## config.mk

```make
export PLATFORM = sky130hd
export DESIGN_NAME = vipu_top
export DESIGN_NICKNAME = d
export VERILOG_FILES = /design/src/vipu_top.v /design/src/vipu_edge_detect.v
export VERILOG_INCLUDE_DIRS = /design/src
export SDC_FILE = /design/constraint.sdc
export NUM_CORES = 1
export LEC_CHECK = 0
export BUFFER_PORTS_ARGS = -buffer_cell sky130_fd_sc_hd__buf_4
export CAP_MARGIN = 20
export CORE_MARGIN = 3
export CORE_UTILIZATION = 53
export DETAILED_ROUTE_END_ITERATION = 10
export HOLD_SLACK_MARGIN = 0.05
export PLACE_DENSITY_LB_ADDON = 0.15
export SETUP_SLACK_MARGIN = 0.02
export SKIP_CTS_REPAIR_TIMING = 1
export SLEW_MARGIN = 20
export SYNTH_ARGS = -nofsm -noshare
export SYNTH_HDL_FRONTEND = slang
export SYNTH_SLANG_ARGS = --single-unit
```

## constraint.sdc

```tcl
create_clock -name ref_clk -period 5.4 [get_ports ref_clk]
set_input_delay 0.27 -clock ref_clk [delete_from_list [all_inputs] [get_ports ref_clk]]
set_output_delay 0.27 -clock ref_clk [all_outputs]
set_load 0.01 [all_outputs]
```

## src/vipu_defines.vh

```
/*
 * Constants shared by the vectored interrupt priority unit: slot numbers,
 * vector table addresses, source counts and field widths.
 * Assumes inclusion by bare name from the unit's design files.
 */
`ifndef VIPU_DEFINES_VH
`define VIPU_DEFINES_VH

// ----------------------------------------
// source counts and widths
// ----------------------------------------
`define VIPU_NUM_SOURCES 22
`define VIPU_NUM_MASKABLE 20
`define VIPU_NUM_SLOTS 19
`define VIPU_SLOT_W 5
`define VIPU_EXT_PINS 7
`define VIPU_VEC_W 16

// ----------------------------------------
// vector table addresses
// ----------------------------------------
`define VIPU_VEC_NMI 16'h0004
`define VIPU_VEC_BREAK 16'h003e
`define VIPU_VEC_BASE 16'h0004
`define VIPU_VEC_NONE 16'h0000

// ----------------------------------------
// maskable slots, index equals default priority
// ----------------------------------------
`define VIPU_SLOT_WDT 5'h00
`define VIPU_SLOT_EXT0 5'h01
`define VIPU_SLOT_SER0 5'h08
`define VIPU_SLOT_SER1 5'h09
`define VIPU_SLOT_SER2_ERR 5'h0a
`define VIPU_SLOT_SER2_RX 5'h0b
`define VIPU_SLOT_SER2_TX 5'h0c
`define VIPU_SLOT_WATCH 5'h0d
`define VIPU_SLOT_WIDE_A 5'h0e
`define VIPU_SLOT_WIDE_B 5'h0f
`define VIPU_SLOT_NARROW1 5'h10
`define VIPU_SLOT_NARROW2 5'h11
`define VIPU_SLOT_CONV 5'h12
`define VIPU_SLOT_NONE 5'h1f

`endif

```

## src/vipu_top.v

```verilog
/*
 * Vectored interrupt priority unit: gathers one non-maskable source,
 * twenty maskable sources and the software break, keeps the request
 * flags, picks a winner and offers its vector to the core.
 * Assumes the core holds the global enable, in-service level, mask and
 * priority-level flags and drives them in; all inputs are synchronous.
 */
`default_nettype none
`include "vipu_defines.vh"

module vipu_top (
    // clock and reset
    input wire ref_clk,
    input wire nrst,
    // watchdog source
    input wire watchdog_overflow_irq,
    input wire watchdog_nmi_mode,
    // external pins, raw levels
    input wire ext_pin_edge_irq_0,
    input wire ext_pin_edge_irq_1,
    input wire ext_pin_edge_irq_2,
    input wire ext_pin_edge_irq_3,
    input wire ext_pin_edge_irq_4,
    input wire ext_pin_edge_irq_5,
    input wire ext_pin_edge_irq_6,
    input wire [`VIPU_EXT_PINS-1:0] ext_edge_rise_en,
    input wire [`VIPU_EXT_PINS-1:0] ext_edge_fall_en,
    // serial channels
    input wire serial0_done_irq,
    input wire serial1_done_irq,
    input wire serial2_rx_error_irq,
    input wire serial2_rx_done_irq,
    input wire serial2_threewire_done_irq,
    input wire serial2_uart_mode,
    input wire serial2_tx_done_irq,
    // timers and converter
    input wire watch_interval_irq,
    input wire wide_timer_match_a_irq,
    input wire wide_timer_match_b_irq,
    input wire narrow_timer_one_match_irq,
    input wire narrow_timer_two_match_irq,
    input wire conversion_done_irq,
    // software break from instruction decode
    input wire software_break,
    // core-held flags
    input wire global_enable_flag,
    input wire in_service_level_flag,
    input wire [`VIPU_NUM_SLOTS-1:0] mask_flag,
    input wire [`VIPU_NUM_SLOTS-1:0] priority_level_flag,
    input wire [`VIPU_NUM_SLOTS-1:0] req_flag_clear,
    // core handshake
    input wire irq_ack,
    output reg irq_request_ff,
    output reg [`VIPU_VEC_W-1:0] irq_vector_ff,
    output reg irq_nonmaskable_ff,
    output reg irq_low_group_ff,
    // flag status
    output reg [`VIPU_NUM_SLOTS-1:0] req_flag_ff,
    output reg nmi_pending_ff,
    output reg break_pending_ff
);

    // ----------------------------------------
    // helper functions
    // ----------------------------------------
    // lowest set index wins; caller checks for any bit set
    function [`VIPU_SLOT_W-1:0] first_set;
        input [`VIPU_NUM_SLOTS-1:0] vec;
        integer i;
        begin
            first_set = `VIPU_SLOT_NONE;
            for (i = `VIPU_NUM_SLOTS - 1; i >= 0; i = i - 1)
            begin
                if (vec[i])
                begin
                    first_set = i[`VIPU_SLOT_W-1:0];
                end
            end
        end
    endfunction

    // slot k sits at base + 2k in the vector table
    function [`VIPU_VEC_W-1:0] slot_vector;
        input [`VIPU_SLOT_W-1:0] slot;
        begin
            slot_vector = `VIPU_VEC_BASE + {10'h000, slot, 1'b0};
        end
    endfunction

    // one-hot mask for a slot number
    function [`VIPU_NUM_SLOTS-1:0] slot_onehot;
        input [`VIPU_SLOT_W-1:0] slot;
        integer i;
        begin
            slot_onehot = {`VIPU_NUM_SLOTS{1'b0}};
            for (i = 0; i < `VIPU_NUM_SLOTS; i = i + 1)
            begin
                if (slot == i[`VIPU_SLOT_W-1:0])
                begin
                    slot_onehot[i] = 1'b1;
                end
            end
        end
    endfunction

    // ----------------------------------------
    // declarations
    // ----------------------------------------
    wire [`VIPU_EXT_PINS-1:0] ext_levels;
    wire [`VIPU_EXT_PINS-1:0] ext_edges;
    reg [`VIPU_NUM_SLOTS-1:0] slot_set;
    reg nmi_set;
    reg [`VIPU_SLOT_W-1:0] grant_slot_ff;
    reg grant_nmi_ff;
    reg grant_break_ff;
    wire ack_taken;
    wire [`VIPU_NUM_SLOTS-1:0] ack_clear;
    wire [`VIPU_NUM_SLOTS-1:0] nxt_req_flag;
    wire nxt_nmi_pending;
    wire nxt_break_pending;
    wire [`VIPU_NUM_SLOTS-1:0] eligible;
    wire [`VIPU_NUM_SLOTS-1:0] high_group;
    wire [`VIPU_NUM_SLOTS-1:0] low_group;
    reg nxt_irq_request;
    reg [`VIPU_VEC_W-1:0] nxt_irq_vector;
    reg nxt_irq_nonmaskable;
    reg nxt_irq_low_group;
    reg [`VIPU_SLOT_W-1:0] nxt_grant_slot;
    reg nxt_grant_nmi;
    reg nxt_grant_break;

    // ----------------------------------------
    // external pin edge detection
    // ----------------------------------------
    assign ext_levels = {ext_pin_edge_irq_6, ext_pin_edge_irq_5, ext_pin_edge_irq_4, ext_pin_edge_irq_3,
                         ext_pin_edge_irq_2, ext_pin_edge_irq_1, ext_pin_edge_irq_0};

    vipu_edge_detect #(
        .PINS(`VIPU_EXT_PINS)
    ) u_edge (
        .ref_clk(ref_clk),
        .nrst(nrst),
        .pin_level(ext_levels),
        .rise_en(ext_edge_rise_en),
        .fall_en(ext_edge_fall_en),
        .edge_pulse(ext_edges)
    );

    // ----------------------------------------
    // source to slot mapping
    // ----------------------------------------
    // every maskable source lands in a slot whose index is its default priority
    always @*
    begin
        slot_set = {`VIPU_NUM_SLOTS{1'b0}};
        nmi_set = 1'b0;
        if (watchdog_nmi_mode)
        begin
            nmi_set = watchdog_overflow_irq;
        end
        else
        begin
            slot_set[`VIPU_SLOT_WDT] = watchdog_overflow_irq;
        end
        slot_set[`VIPU_SLOT_EXT0 +: `VIPU_EXT_PINS] = ext_edges;
        slot_set[`VIPU_SLOT_SER0] = serial0_done_irq;
        slot_set[`VIPU_SLOT_SER1] = serial1_done_irq;
        slot_set[`VIPU_SLOT_SER2_ERR] = serial2_rx_error_irq;
        // the idle mode's completion is ignored, so a stale event cannot fire
        slot_set[`VIPU_SLOT_SER2_RX] = serial2_uart_mode ? serial2_rx_done_irq : serial2_threewire_done_irq;
        slot_set[`VIPU_SLOT_SER2_TX] = serial2_tx_done_irq;
        slot_set[`VIPU_SLOT_WATCH] = watch_interval_irq;
        slot_set[`VIPU_SLOT_WIDE_A] = wide_timer_match_a_irq;
        slot_set[`VIPU_SLOT_WIDE_B] = wide_timer_match_b_irq;
        slot_set[`VIPU_SLOT_NARROW1] = narrow_timer_one_match_irq;
        slot_set[`VIPU_SLOT_NARROW2] = narrow_timer_two_match_irq;
        slot_set[`VIPU_SLOT_CONV] = conversion_done_irq;
    end

    // ----------------------------------------
    // request flags
    // ----------------------------------------
    assign ack_taken = irq_ack & irq_request_ff;
    assign ack_clear = (ack_taken & ~grant_nmi_ff & ~grant_break_ff) ?
        slot_onehot(grant_slot_ff) : {`VIPU_NUM_SLOTS{1'b0}};

    // a set in the same cycle as a clear wins
    assign nxt_req_flag = (req_flag_ff & ~ack_clear & ~req_flag_clear) | slot_set;
    assign nxt_nmi_pending = (nmi_pending_ff & ~(ack_taken & grant_nmi_ff)) | nmi_set;
    assign nxt_break_pending = (break_pending_ff & ~(ack_taken & grant_break_ff)) | software_break;

    // ----------------------------------------
    // arbitration
    // ----------------------------------------
    // judged on next-state flags so an acknowledged source is never re-offered
    assign eligible = nxt_req_flag & ~mask_flag & {`VIPU_NUM_SLOTS{global_enable_flag}};
    assign high_group = eligible & ~priority_level_flag;
    // low group waits while a high-group handler is in service
    assign low_group = eligible & priority_level_flag & {`VIPU_NUM_SLOTS{in_service_level_flag}};

    // 1 unmaskable + 20 maskable in 19 slots + 1 software = all sources
    always @*
    begin
        nxt_irq_request = 1'b0;
        nxt_irq_vector = `VIPU_VEC_NONE;
        nxt_irq_nonmaskable = 1'b0;
        nxt_irq_low_group = 1'b0;
        nxt_grant_slot = `VIPU_SLOT_NONE;
        nxt_grant_nmi = 1'b0;
        nxt_grant_break = 1'b0;
        if (nxt_nmi_pending)
        begin
            nxt_irq_request = 1'b1;
            nxt_irq_vector = `VIPU_VEC_NMI;
            nxt_irq_nonmaskable = 1'b1;
            nxt_grant_nmi = 1'b1;
        end
        else if (nxt_break_pending)
        begin
            nxt_irq_request = 1'b1;
            nxt_irq_vector = `VIPU_VEC_BREAK;
            nxt_irq_nonmaskable = 1'b1;
            nxt_grant_break = 1'b1;
        end
        else if (|high_group)
        begin
            nxt_irq_request = 1'b1;
            nxt_grant_slot = first_set(high_group);
            nxt_irq_vector = slot_vector(first_set(high_group));
        end
        else if (|low_group)
        begin
            nxt_irq_request = 1'b1;
            nxt_grant_slot = first_set(low_group);
            nxt_irq_vector = slot_vector(first_set(low_group));
            nxt_irq_low_group = 1'b1;
        end
    end

    // ----------------------------------------
    // state and output registers
    // ----------------------------------------
    always @(posedge ref_clk)
    begin
        if (!nrst)
        begin
            req_flag_ff <= {`VIPU_NUM_SLOTS{1'b0}};
            nmi_pending_ff <= 1'b0;
            break_pending_ff <= 1'b0;
            irq_request_ff <= 1'b0;
            irq_vector_ff <= `VIPU_VEC_NONE;
            irq_nonmaskable_ff <= 1'b0;
            irq_low_group_ff <= 1'b0;
            grant_slot_ff <= `VIPU_SLOT_NONE;
            grant_nmi_ff <= 1'b0;
            grant_break_ff <= 1'b0;
        end
        else
        begin
            req_flag_ff <= nxt_req_flag;
            nmi_pending_ff <= nxt_nmi_pending;
            break_pending_ff <= nxt_break_pending;
            irq_request_ff <= nxt_irq_request;
            irq_vector_ff <= nxt_irq_vector;
            irq_nonmaskable_ff <= nxt_irq_nonmaskable;
            irq_low_group_ff <= nxt_irq_low_group;
            grant_slot_ff <= nxt_grant_slot;
            grant_nmi_ff <= nxt_grant_nmi;
            grant_break_ff <= nxt_grant_break;
        end
    end

endmodule

`default_nettype wire

```

## src/vipu_edge_detect.v

```verilog
/*
 * Edge detector for the external interrupt pins: each pin can fire on a
 * rising edge, a falling edge, or both.
 * Assumes pin levels already synchronous to ref_clk.
 */
`default_nettype none

module vipu_edge_detect #(
    parameter PINS = 7
) (
    // clock and reset
    input wire ref_clk,
    input wire nrst,
    // pins and edge selection
    input wire [PINS-1:0] pin_level,
    input wire [PINS-1:0] rise_en,
    input wire [PINS-1:0] fall_en,
    // one-cycle edge pulses
    output reg [PINS-1:0] edge_pulse
);

    reg [PINS-1:0] prev_ff;
    reg primed_ff;
    wire [PINS-1:0] nxt_edge_pulse;

    // ----------------------------------------
    // edge compare
    // ----------------------------------------
    // first cycle after reset only samples, so a pin already high is no edge
    assign nxt_edge_pulse = primed_ff ?
        ((pin_level & ~prev_ff & rise_en) | (~pin_level & prev_ff & fall_en)) : {PINS{1'b0}};

    always @(posedge ref_clk)
    begin
        if (!nrst)
        begin
            prev_ff <= {PINS{1'b0}};
            primed_ff <= 1'b0;
            edge_pulse <= {PINS{1'b0}};
        end
        else
        begin
            prev_ff <= pin_level;
            primed_ff <= 1'b1;
            edge_pulse <= nxt_edge_pulse;
        end
    end

endmodule

`default_nettype wire

```

### After elaboration in Yosys (flattened, before gate mapping)

Cells that the tools add are included.

* bitwise gates (word level): 33
* muxes and demuxes: 82
* shift-type cells: 0
* $lt $le $gt $ge: 0
* reductions and logical operators: 7
* multipliers: 0
* divide/modulo/power cells: 0
* equal/unequal tests: 18
* $add $sub $neg: 2

Operator list (number)
* 5-bit 2-to-1 mux: 45
* 19-bit AND: 7
* 19-bit NOT: 4
* 5-bit by 4-bit equality test with 1-bit output, second input constant: 8
* 19-bit OR reduction: 2
* 1-bit 2-to-1 mux: 30
* 7-bit AND: 4
* 22-bit OR reduction: 1
* 5-bit by 3-bit equality test with 1-bit output, second input constant: 4
* 19-bit 2-to-1 mux: 1
* 19-bit bitwise OR: 1
* 5-bit equality test, second input constant: 3
* 3-bit by 6-bit adder with 7-bit output, first input constant: 2
* 7-bit 2-to-1 mux: 2
* 7-bit NOT: 2
* 5-bit by 2-bit equality test with 1-bit output, second input constant: 2
* 4-bit 2-to-1 mux: 2
* 1-bit AND: 7
* 7-bit bitwise OR: 1
* 6-bit 2-to-1 mux: 1
* 5-bit by 1-bit equality test with 1-bit output, second input constant: 1
* 5-bit zero test: 1
* 1-bit NOT: 5
* 3-bit 2-to-1 mux: 1
* other kinds (4): 5

* RAM bits: 0
* latch bits: 0
* memories: 0
* ROM bits: 0
* bits in registers: 53

### Logic depth before layout (Yosys ltp)

Gate-level depths: netlist of run 1.

* word-level depth: 40
* gate-level depth with buffers: 13
* mapped depth without buffers: 11

### Modules after synthesis

From an unflattened synthesis of run 1, not the netlist that was laid out.

* cell total of the unflattened synthesis: 463
* area total of the unflattened synthesis: 3548.4 µm²

By module, submodules not included
* vipu_top: seq. area each 720.7 µm², instances 1, cells an instance 419, area each 3057.9 µm²
* vipu_edge_detect: seq. area each 300.3 µm², instances 1, cells an instance 44, area each 490.5 µm²

### Worst setup path before layout of run 1

OpenSTA, ideal clock, no wires.

* path kind: reg2reg
* from: register irq_request_ff
* to: register irq_vector_ff[3]
* cell stages (with the launch flop): 12
* clock period less this slack: 2.877 ns
* path slack: 2.523 ns
* arrival time: 2.756 ns
* path buffers: 2
* cells stage by stage: dfxtp_1 -> nand4bb_1 -> buf_2 -> buf_1 -> nor4_2 -> nor3_1 -> nor4_2 -> a21oi_1 -> nor4_1 -> ha_1 -> a221oi_1 -> nor2_1

* word-level cells in the longest chain between the ends: 39
* elaborated cells on any way between the ends: 74
* those cells by class: add/sub: 2; mux: 49; bitwise: 20; reduce/logical: 3

Ends and longest elaborated chain
* start: declaration: RTL line vipu_top.v:53 `output reg irq_request_ff,`
* start signal: assignment: RTL line vipu_top.v:263 `irq_request_ff <= nxt_irq_request;`
* 1-bit AND *: RTL line vipu_top.v:183 `assign ack_taken = irq_ack & irq_request_ff;`
* 1-bit AND (2 in a row): RTL line vipu_top.v:184 `assign ack_clear = (ack_taken & ~grant_nmi_ff & ~grant_break_ff) ?`
* 19-bit 2-to-1 mux: RTL line vipu_top.v:184
* 19-bit NOT: RTL line vipu_top.v:188 `assign nxt_req_flag = (req_flag_ff & ~ack_clear & ~req_flag_clear) | slot_set;`
* 19-bit AND (2 in a row): RTL line vipu_top.v:188
* 19-bit bitwise OR: RTL line vipu_top.v:188
* 19-bit AND (2 in a row): RTL line vipu_top.v:196 `` assign eligible = nxt_req_flag & ~mask_flag & {`VIPU_NUM_SLOTS{global_enable_flag}}; ``
* 19-bit AND (2 in a row): RTL line vipu_top.v:199 `` assign low_group = eligible & priority_level_flag & {`VIPU_NUM_SLOTS{in_service_level_flag}}; ``
* [19 not listed]
* 5-bit 2-to-1 mux: RTL line vipu_top.v:231 `else if (|low_group)`
* 5-bit 2-to-1 mux: RTL line vipu_top.v:225 `else if (|high_group)`
* 5-bit 2-to-1 mux: RTL line vipu_top.v:218 `else if (nxt_break_pending)`
* 5-bit 2-to-1 mux: RTL line vipu_top.v:211 `if (nxt_nmi_pending)`
* 3-bit by 6-bit adder with 7-bit output (no source line)
* 7-bit 2-to-1 mux: RTL line vipu_top.v:231
* 7-bit 2-to-1 mux: RTL line vipu_top.v:225
* 6-bit 2-to-1 mux: RTL line vipu_top.v:218
* end signal: assignment: RTL line vipu_top.v:251 `` irq_vector_ff <= `VIPU_VEC_NONE; ``
* end signal: assignment: RTL line vipu_top.v:264 `irq_vector_ff <= nxt_irq_vector;`
* end: declaration: RTL line vipu_top.v:54 `` output reg [`VIPU_VEC_W-1:0] irq_vector_ff, ``

Mark *: on every way between the ends. The rest lies on a longest branch, timed or not. The select of a mux whose other input is x is not followed.
A chain may end at the register's enable or synchronous reset.

### Worst setup path after layout of run 1

* from: register irq_request_ff
* to: register grant_slot_ff[1]

* word-level cells in the longest chain between the ends: 32
* elaborated cells on any way between the ends: 62
* those cells by class: mux: 39; bitwise: 20; reduce/logical: 3

Ends and longest elaborated chain
* 1-bit AND *: RTL line vipu_top.v:183
* 1-bit AND (2 in a row): RTL line vipu_top.v:184
* 19-bit 2-to-1 mux: RTL line vipu_top.v:184
* 19-bit NOT: RTL line vipu_top.v:188
* 19-bit AND (2 in a row): RTL line vipu_top.v:188
* 19-bit bitwise OR: RTL line vipu_top.v:188
* 19-bit AND (2 in a row): RTL line vipu_top.v:196
* 19-bit AND (2 in a row): RTL line vipu_top.v:199
* 5-bit 2-to-1 mux (18 in a row): RTL line vipu_top.v:74 `if (vec[i])`
* 5-bit 2-to-1 mux: RTL line vipu_top.v:231
* 5-bit 2-to-1 mux: RTL line vipu_top.v:225
* end signal: assignment: RTL line vipu_top.v:254 `` grant_slot_ff <= `VIPU_SLOT_NONE; ``
* end signal: assignment: RTL line vipu_top.v:267 `grant_slot_ff <= nxt_grant_slot;`
* end: declaration: RTL line vipu_top.v:113 `` reg [`VIPU_SLOT_W-1:0] grant_slot_ff; ``

Mark *: on every way between the ends. The rest lies on a longest branch, timed or not.

==> results of run 1 <==
## final timing paths
kind	endpoint	slack (ns)	cells after the start
worst min register to register	u_edge.edge_pulse[1]	0.50	2
worst min-delay path	req_flag_ff[15]	0.16	2
worst max-delay path	grant_slot_ff[1]	1.69	8
worst max register to register	grant_slot_ff[1]	1.69	8
## area by class of cell
class / instances / area, sq um
Fill cell: 464 / 1590
Tap cell: 75 / 93.8
Clock buffer: 6 / 72.6
Sequential cell: 51 / 1020
Inverter: 26 / 97.6
Multi-Input combinational cell: 334 / 2240
Clock inverter: 2 / 16.3
Timing Repair Buffer: 128 / 961
## worst register-to-register path: cells and delay by family, from the launching register on
kind             cells  cell delay (ns)
AND/OR/NAND/NOR      3             1.60
AO/OA/AOI/OAI        5             1.59
flip-flops           1             0.40
## cells in the mapped netlist, types with 3 or more instances
cell       count
nand2_1       30
nor4bb_1       5
inv_1         26
o21ai_0       15
or2_1          3
o21a_1        11
a311oi_1       5
a21o_1         4
nor3b_1        5
buf_2          3
clkbuf_1       7
o211ai_1       5
a221oi_1       3
nor4_2         3
o31ai_1        8
nand3_1        8
o21ai_1        4
or2_2          3
nor3_1         8
o2111ai_1      6
a21boi_0      10
or3_1          4
nand4_1        4
buf_4         10
and2_1        17
a21oi_1       31
a31oi_1        6
nor4_1         6
dfxtp_1       51
nor2b_1       12
nand3b_1      21
nand2b_1      15
nor2_1        12
o31a_1         3
or4_1          5
a2111oi_1      3
## metal layers
metal | vias to the layer above | wire length, um | global-route usage [%]
met5 | - | 0 | 0
met3 | 36 | 1150 | 5.42
met2 | 244 | 5700 | 55.0
li1 | 1824 | - | -
met1 | 1863 | 4610 | 36.1
met4 | 0 | 427 | 15.6
## cell families after synthesis
| kind of cell | after synthesis | synth area share [%] |
|---|---|---|
| AO/OA/AOI/OAI | 148 | 32.0 |
| adder cells (fa/ha/maj) | 2 | 0.727 |
| other | 1 | 0.109 |
| multiplexers | 1 | 0.327 |
| AND/OR/NAND/NOR | 172 | 30.8 |
| flip-flops | 51 | 29.7 |
| buffers and inverters | 47 | 6.33 |
## sequential cells by signal (all words and copies together) (netlist names)
register and count:
req_flag_ff 19, u_edge.edge_pulse 7, u_edge.prev_ff 7, irq_vector_ff 6, grant_slot_ff 5, break_pending_ff 1
grant_break_ff 1, irq_low_group_ff 1, irq_nonmaskable_ff 1, irq_request_ff 1, nmi_pending_ff 1, u_edge.primed_ff 1
## cell usage in the layout, fill, tap and decap left out, types with 12 or more instances in the layout
cell and instances:
nand2_1 30, nand3b_1 21, dfxtp_1 51, inv_1 26, buf_4 128, nor2b_1 12
nor2_1 12, and2_1 17, a21oi_1 31, nand2b_1 15, o21ai_0 15
## power groups by stage
stage | clock network, W | logic, W | registers (W)
3_5_place_dp | 0 | 0.000250 | 0.000422
4_1_cts | 0.000236 | 0.000251 | 0.000413
6_report | 0.000235 | 0.000254 | 0.000414
5_1_grt | 0.000251 | 0.000275 | 0.000416
2_1_floorplan | 0 | 0.000129 | 0.000425
3_3_place_gp | 0 | 0.000245 | 0.000420
## through the flow
stage | hold WS, ns | total power, W | util (%)
finish | 0.162 | 0.000902 | 73.9
global route | 0.161 | 0.000943 | 73.9
CTS | 0.168 | 0.000900 | 73.9
detailed placement | 0.475 | 0.000671 | 72.4
global placement | 0.466 | 0.000665 | 72.4
floorplan | 0.298 | 0.000554 | -
==> summary.md, run 1 <==
After detailed routing, the average wire length per cell comes to 19.1 um. The mean instance size in the synthesized netlist is 8.15 sq um. The tools report the worst path setup slack after routing as 1.69 ns. The first detailed-routing pass ran for 4 iterations.

The first global-routing pass estimated 18400 um of wire. The number of nets in the finished design is 647. After floorplanning, the core was sized to cover 0.00610 sq mm. Sequential cells account for 45.9% of the total power. The largest stage delay on the critical path is 0.71 ns, and the post-route minimum period is 3.71 ns.

The net switching power of the design is 0.000286 W, and the largest clock skew in the final design is 0.00958 ns. The residual overflow from global routing is 0, and the count of flip-flops with a built-in enable after synthesis is 0. The worst setup path is captured at a flop. The tools report the static leakage power as 1.94 nW.

The sequential fraction of the synthesis area was 29.7%; the final RePlAce weighted congestion was 0.943. The worst setup path is of the reg -> reg kind. Broken down by cell family, the worst path's largest delay share belongs to simple AND/OR/NAND/NOR gates. In this run the deepest clock path goes through 2 buffers.

After detailed routing, the number of remaining DRC violations is 0. The via count of the first global-routing pass was 3988. The worst min-delay path class is in -> reg. The tools report the largest vdd supply drop as 0.000203 V. At the worst endpoint, the required time is 5.60 ns. For this block, the initial DRC count from the detailed router was 217. For the number of max-capacitance violations reported, the log shows 0. The tools report the sort of element at the start of the critical path as a flop.

139 I/O pins were placed. For this run, the number of Yosys warnings is 0. Synthesis produced a netlist whose cell count is 422. For this configuration, the core starts out at a cell density of 56.4%. For the count of standard-cell rows, the log shows 28.

The worst hold path begins at wide_timer_match_b_irq. After synthesis the netlist holds a flip-flop and latch count of 51. Once detail routing completed, the nets flagged for antenna violations numbered 0. The source-to-sink clock delay at the later pin of the worst-skew pair is 0.32 ns, and the sink count of the clock tree is 51.

The number of inserted diodes is 0, and the total internal power is 0.000616 W. Setup violations remaining at the end of the flow were counted as 0. Of the total power, the share spent switching nets is 31.7%.

The final critical-path share of the clock period came out at 68.7%. In this run the worst path has a maximum fanout of 18. Summing every instance area after synthesis gives 0.00344 sq mm.

Based on the critical path, the design can be clocked at up to 0.270 GHz. For this run, the leading register cell type out of synthesis is dfxtp_1. The CTS buffer count came out at 5.

The share of total power dissipated in combinational logic is 28.1%. For the pin with the worst max-slew slack, the measured transition is 0.956 ns. The run finished with clean final reports. For the final-report max-slew violation count, the log shows 0. Arrival time at the worst endpoint: 3.91 ns. The worst pin sits at a relative slew slack of 36.1%. For the final number of hold-violating endpoints, the log shows 0. The pin count of the biggest net entering global routing is 36, and the fraction of registers with async set/reset is 0%. The H-tree was split into 2 levels. The die covers 0.00750 sq mm. For the overall global routing resource usage, the log shows 31.2%. Compared with the post-synthesis result, the final layout area differs by 30.8%.

The number of port buffers was 128. After clock tree synthesis, the clock-pin slew on the worst setup and hold paths is 0.10 ns. Summed over its instances, the top area cell type makes up 29.7% of the synthesized netlist area. Total length of routed wires: 11900 um. Excluding fillers, the count of instances in the completed layout stands at 622. In this run the worst setup path begins at irq_request_ff. The startpoint identified for the worst register-to-register timing path is irq_request_ff. The share of total power in the clock network is 26.0%. For the HPWL reported at the end of detailed placement, the log shows 9400 um. The tree is rooted in a clkbuf_8. The slowest stage of the critical path is the nand4bb_1 cell. After detailed placement, the total cell area comes to 0.00441 sq mm. The die is 86.6 um wide. At the placement stage, the worst setup path has a slack of 1.80 ns. The signal on the critical path passes through nand4bb_1, o311ai_2, a2111oi_1, or2_1, or4_1, a311oi_4, a21boi_2, o21ai_1.

Power per standard cell area: 200 mW/mm^2. TritonCTS built the clock tree. Setup repair after global routing left no endpoint under its margin. The via count normalized by instance count came out at 6.38. The initial antenna violation count was 0; the vertical die dimension was 86.6 um. After routing the design area is 0.00450 sq mm. Yosys attributes the largest share of cell area to dfxtp_1, nand3b_1, a21oi_1.

The distinct cell type count of the synthesized netlist is 72. For the final routed database, the setup TNS stands at 0 ns. Across all layers, the routed design uses 3967 vias.

Counting both buffers and inverters, the worst setup path holds a total of 0. The number of placed cells counting well taps is 614. The largest total area in the synthesized netlist belongs to dfxtp_1.

The fraction of layout cells with a size suffix above 1 is 28.0%.
(Power assumes the default switching activity.)
==> inputs of run 2 (changes only) <==
ABC_AREA = 1   (was default)
CORE_UTILIZATION = 48   (was 53)
clock period = 3.53 ns   (was 5.4 ns; I/O delays follow)
==> run 2 against run 1 <==
Against the previous run: largest power group unchanged; routed wire length shrank 22%; setup slack lost 0.96 ns; register-to-register slack got worse by 0.96 ns; critical path depth grew 12; first-iteration DRC count is 28% lower; sequential cell count is the same; utilization down 4.8 points; critical endpoint is now irq_vector_ff[4]; area after synthesis shrank 9.2%; synthesized cell count is 11% higher; die area up 0.20%; clock power increased by 47%; sequential share of layout area is 1.6 points higher.
==> summary.md, run 2 <==
The worst-case IR drop observed on VDD is 0.000351 V. The register with the most flip-flops is req_flag_ff. The critical path in this run is classified as reg -> reg. Before antenna repair, the detailed router went through 5 iterations. Clock tree synthesis selected as its root buffer the cell clkbuf_8. For the final database, setup skew stands at 0.00452 ns.

The area added between synthesis and finish was 34.8%; the fraction of layout cells with a size suffix above 1 was 33.7%. The library cell used most frequently in the layout, excluding fill and tap cells, is buf_4. The residual overflow from global routing was 0. The commonest cells after synthesis are nand2_1, inv_1, nor2_1, dfxtp_1, nand3_1. In this run the remaining antenna-violating nets after routing total 0. For the worst setup path, the data arrival time is 3.01 ns. The synthesized design devotes to its leading area cell type 32.7% of total area. The library cells used most frequently in the layout, excluding fill and tap cells, are buf_4, nand2_1, inv_1. Sequential cells were found to cover 32.7% of the synthesized design area. The longest clock path from root to sink contains 2 buffers. For this run, the post-layout net count is 700.

The worst min-delay path class was in -> reg. Across all setup checks in the final design, the least slack found is 0.730 ns. The H-tree generated during clock tree synthesis spans 2 levels. TritonCTS built the clock tree. The most used flip-flop cell after synthesis is dfxtp_1. Max-cap violations in this run came to 0.

For the worst setup slack after placement, the log shows 0.785 ns. The distinct cell type count of the synthesized netlist is 47, and the final-layout worst hold slack is 0.0653 ns. For the first-pass GRT wire length, the log shows 14400 um. Sorting the synthesized cells by area gives the leading types as dfxtp_1, nand2_1, inv_1. Width of the die: 86.7 um. The flow ran to the end, and the final reports show no timing, DRC or antenna violations. After detailed routing, the number of remaining DRC violations is 0.

The fraction of the core area covered by cells at the end of the flow is 69.0%, and the number of inserted diodes is 0. The register with the most flip-flops in the layout has 19 of them. Measured against its own limit, the worst slew margin works out to 47.6%. The initial antenna violation count is 0. CTS saw 51 sinks. The count of flip-flops with a built-in enable after synthesis is 0, and the pin count of the biggest net entering global routing is 26. By instance count, the leading cell after synthesis is nand2_1. The logs give 9310 um for the total length of routed wires and 139 for the count of boundary I/O pins. Setup violations remaining at the end of the flow were counted as 0. The tools report the final sum of negative setup slack as 0 ns. The final-report max-slew violation count is 0.

Endpoint kind of the worst setup timing path: a flop. Counting the buffers created by CTS gives 5. The final routed wire length divided by cell count is 13.8 um. The static leakage power was 2.30 nW; the vertical die dimension was 86.7 um. For the finished layout, the period the worst path requires is 2.80 ns.

For the pin with the worst max-slew slack, the measured transition is 0.785 ns. The synthesized netlist occupies a cell area of 0.00312 sq mm. The sort of element at the start of the critical path was a flop. The tools report the overall global routing resource usage as 24.3%.

In the final layout, the registers with the most flip-flops are req_flag_ff (19), u_edge.edge_pulse (7), u_edge.prev_ff (7). Synthesis inferred 51 register bits. The final number of hold-violating endpoints is 0. The via count of the first global-routing pass is 3125. After clock tree synthesis, the clock-pin slew on the worst setup and hold paths is 0.09 ns.

The congestion estimate from routability-driven global placement came to 0.909. Synthesis produced 470 cells. The via count normalized by instance count was 5.04. Setup repair after global routing left no endpoint under its margin. The total area inside the core boundary comes to 0.00610 sq mm. The HPWL reported at the end of detailed placement was 7930 um. The initialized floorplan defines 28 standard-cell rows. The first routing iteration left 157 violations.

The endpoint required time on the critical path was 3.74 ns; the initial core utilization was 51.2%. Power spread over the standard cell area amounts to 329 mW/mm^2. For this run, asynchronously set or reset flops after synthesis account for 0%. The maximum operating frequency was 0.357 GHz. Final critical-path share of the clock period: 79.3%.

The cell type contributing the most total cell area after synthesis is dfxtp_1. The later pin in the worst-skew pair is clocked with a latency of 0.30 ns. Total die area: 0.00751 sq mm. The mean instance size in the synthesized netlist was 6.64 sq um.

Across all layers, the routed design uses 3404 vias. Buffers placed on the I/O ports in this run total 128. Along the worst path, the maximum fanout reaches 4. Total of warnings raised by yosys: 0.
-- run 2: per-layer routing --
metal	routed length, um	GRT usage (%)
met5	0	0
met1	3960	30.6
met3	805	4.94
met4	104	3.82
met2	4450	43.3
-- run 2: logic make-up (layout without fill, tap and decap cells) --
logic type / after synthesis / in the layout / share of synthesized area (%)
simple gates: 257 / 257 / 39.7
buf+inv: 101 / 221 / 13.5
compound gates: 56 / 56 / 12.6
flops: 51 / 51 / 32.7
fa+ha+maj: 2 / 2 / 0.801
other cells: 1 / 11 / 0.120
xor+xnor: 1 / 1 / 0.280
mux: 1 / 1 / 0.321
-- run 2: worst max-delay path, cell delays in order (launching register included) --
cell      delay [ns]
dfxtp_1         0.36
nand2_1         0.07
inv_2           0.09
nand2_2         0.12
nor3_4          0.21
nand2_1         0.11
a31oi_1         0.26
nor3_1          0.12
nand2_1         0.11
nand2_1         0.11
nor2_4          0.19
inv_1           0.05
nor2_1          0.14
nor3_1          0.07
nor3_2          0.15
ha_1            0.20
a21oi_1         0.06
o21ai_1         0.09
o211ai_2        0.09
nand2_1         0.08
inv_1           0.04
-- run 2: area by class of cell --
class	instances	area [sq um]
Fill cell	578	1890
Multi-Input combinational cell	328	1720
Sequential cell	51	1020
Timing Repair Buffer	128	961
Inverter	85	324
Tap cell	75	93.8
Clock buffer	5	68.8
Clock inverter	3	23.8
-- run 2: power breakdown --
part	switching [W]	leakage (nW)	total [W]	internal, W
logic	0.000224	1.84	0.000409	0.000185
clock network	0.000202	0.0461	0.000345	0.000143
registers	0.0000205	0.422	0.000631	0.000610
-- run 2: path summary, 6_finish.rpt --
check	slack (ns)	startpoint	depth (start not counted)	end
min reg2reg	0.45	u_edge.prev_ff[3]	1	u_edge.edge_pulse[3]
max reg2reg	0.73	irq_request_ff	20	irq_vector_ff[4]
max	0.73	irq_request_ff	20	irq_vector_ff[4]
min	0.07	ext_pin_edge_irq_2	3	u_edge.prev_ff[2]
-- run 2: metrics by stage --
stage,total power (W),std cells,instance area (sq um)
floorplan,0.000879,480,3160
global placement,0.00105,667,4120
detailed placement,0.00105,667,4120
CTS,0.00139,675,4210
global route,0.00146,675,4210
finish,0.00138,675,4210
==> inputs of run 3 (changes only) <==
CORE_UTILIZATION = 43   (was 48)
clock period = 2.5 ns   (was 3.53 ns; I/O delays follow)
==> run 3 against run 2 <==
Against the previous run: the flow now finishes with violations (negative setup slack); clock power increased by 44%; first-iteration DRC count up 10%; critical path depth shrank 1; count of clock-buffer cells in the layout unchanged; clock skew rose by 0.0031 ns; via count increased by 6.1%; utilization increased by 2.7 points; worst hold slack got worse by 0.026 ns; setup slack worse by 0.79 ns; total power is 54% higher; sequential power is 42% higher; cell area increased by 18%; critical path type unchanged; critical endpoint unchanged.
==> summary.md, run 3 (same netlist as run 2, synthesis figures left out) <==
The largest registers in the layout are req_flag_ff (19), u_edge.edge_pulse (7), u_edge.prev_ff (7). The initial antenna violation count came out at 0. The core region is 0.00691 sq mm. Entering global routing, the biggest net connects 25 pins. The worst setup path is of the reg -> reg kind.

Sink count of the clock tree: 51. The maximum clock insertion buffer count was 2; the total length of routed wires was 10600 um. Setup repair after global routing could not meet its margin everywhere. The cell depth of the worst flop-to-flop path is 19, and the met3 track demand over resource in global routing is 5.39%. Once detailed placement completed, the half-perimeter wirelength came to 8330 um.

Global routing finished with a remaining overflow of 0. Port buffering added 128 buffers. The critical path goes through nor2_4, nand2_4, nor3_4, nand2_2, a21boi_2, nor2_2, nand3b_1, nand2_2, nor2_4, inv_1, nor2_2, nor3_1, nor3_2, ha_4, a21oi_1, o21ai_1, o211ai_2, nand2_1, inv_1. For the post-route DRC violation count, the log shows 0.

The sort of element at the start of the critical path is a flop. Global routing consumed, on the met1 layer, 30.6% of the routing resources. The tools report the post-place instance area as 0.00444 sq mm. Summed over all cells, the static leakage comes to 2.60 nW. The critical path depth came out at 19. The tools report the count of boundary I/O pins as 139. Largest clock skew in the final design: 0.00764 ns. The worst setup path is captured at a flop. In this run the vertical extent of the chip is 91.2 um. The run finished, with violations left. The floorplan step defined a die boundary enclosing 0.00832 sq mm. The first global-routing pass estimated 15900 um of wire. In the final layout, the share of cells above drive strength 1 is 46.5%.

The largest stage delay on the critical path works out to 0.34 ns. The final reports fail on negative setup slack. The final layout contains 754 nets. Width of the die: 91.2 um.

Final hold analysis gives a worst-case slack of 0.0389 ns. Power per standard cell area: 431 mW/mm^2. Worst min-delay path class: in -> reg. Final routed wire length divided by cell count: 14.1 um. The largest individual stage delay along the critical path comes from the cell dfxtp_2. The run gives 4 as the number of detailed-routing iterations run before antenna repair. CTS placed an instance of clkbuf_8 at the clock tree root. For the overall global routing resource usage, the log shows 23.6%. The number of flip-flops in the largest register is 19, and the total of endpoints with negative setup slack in the final report is 6. Clock tree synthesis inserted a total of 5 buffers. The iteration-0 DRC count of the detailed router was 173. For this configuration, the core starts out at a cell density of 45.2%. The logs give 0.908 for the final RePlAce weighted congestion and 605 for the count of fill cells added during filler insertion. 0 antenna diodes ended up in the layout. The final-report max-slew violation count was 0; the via count normalized by instance count was 4.81. For this block, the via count after detailed routing is 3611.

The biggest fanout along the worst timing path is 4. The endpoint required time on the critical path is 2.71 ns. The CTS clock-pin slew for the worst setup and hold paths is 0.10 ns, and the global routing met2 resource utilization is 40.2%. Adding up every negative setup slack in the final design gives -0.182 ns. The leading cell type in the layout, fill and taps excluded was buf_4. The count of cells in the finished layout, fillers not included, comes to 750. Counting I/O delays and the setup requirement, the final critical path takes 2.56 ns. The combined buffer and inverter count along the critical path came out at 2. The final number of hold-violating endpoints came out at 0.

Leaving out fill and tap cells, the most frequent cells in the layout are buf_4, nand2_1, inv_1. For the residual antenna-violating net count after detailed routing, the log shows 0. The tools report the via count of the first global-routing pass as 3387. The largest vdd supply drop was 0.000315 V. In the finished design, the share of the clock period the worst path needs comes to 102%. Relative to the synthesized area, the layout overhead comes to 58.7%. The worst hold path was traced through 3 stages. The tools report the arrival time at the worst endpoint as 2.77 ns. The gate family responsible for the most delay along the worst path was simple AND/OR/NAND/NOR gates. Across the run, the number of max-cap violations was 0. The maximum level of the CTS H-tree is 2, and the overall power consumption is 0.00213 W.

The tools report the number of placed cells counting well taps as 727. TritonCTS built the clock tree. The highest-utilization routing layer at the global route stage is met2. The tools report the count of standard-cell rows as 30. Ranked by flip-flop count, first place goes to req_flag_ff.

Timing would allow up to 0.391 GHz. Source-to-sink clock delay at the later pin of the worst-skew pair: 0.31 ns. The logs give -0.0555 ns for the worst path setup slack after routing and 0.00495 sq mm for the finished layout cell area.
## run 3: per-stage QoR
step | worst slack, ns | util [%]
after detailed placement | -0.0835 | 64.2
after CTS | -0.120 | 65.5
final | -0.0555 | 71.7
after global placement | -0.120 | 64.2
after global routing | -0.281 | 71.7
after floorplan | 0.108 | -
## run 3: metal layers
metal	wire, um	up-vias
met4	110	0
met2	5230	134
met5	0	-
li1	-	1833
met3	704	10
met1	4550	1634
## run 3: layout make-up
cell class | count | area [sq um] | area share, %
clock buffer | 5 | 68.8 | 1.39
inverter | 85 | 324 | 6.54
tap | 96 | 120 | 2.42
clock inverter | 3 | 22.5 | 0.455
timing repair buffer | 182 | 1390 | 28.1
multi-input combinational | 328 | 2000 | 40.3
sequential | 51 | 1030 | 20.8
## run 3: where the power goes
group	internal, W	total, W	switching (W)
sequential	0.000863	0.000898	0.0000351
combinational	0.000364	0.000739	0.000376
clock	0.000201	0.000497	0.000295
## run 3: tightest hold or removal path, cell delays in order
cell     delay [ns]
buf_4          0.09
nand2_1        0.05
inv_1          0.05
## run 3: path summary, 6_finish.rpt
path,from,endpoint,slack [ns]
max reg2reg,nmi_pending_ff,irq_vector_ff[4],-0.06
max,nmi_pending_ff,irq_vector_ff[4],-0.06
min reg2reg,u_edge.prev_ff[0],u_edge.edge_pulse[0],0.44
min,ext_pin_edge_irq_1,u_edge.prev_ff[1],0.04
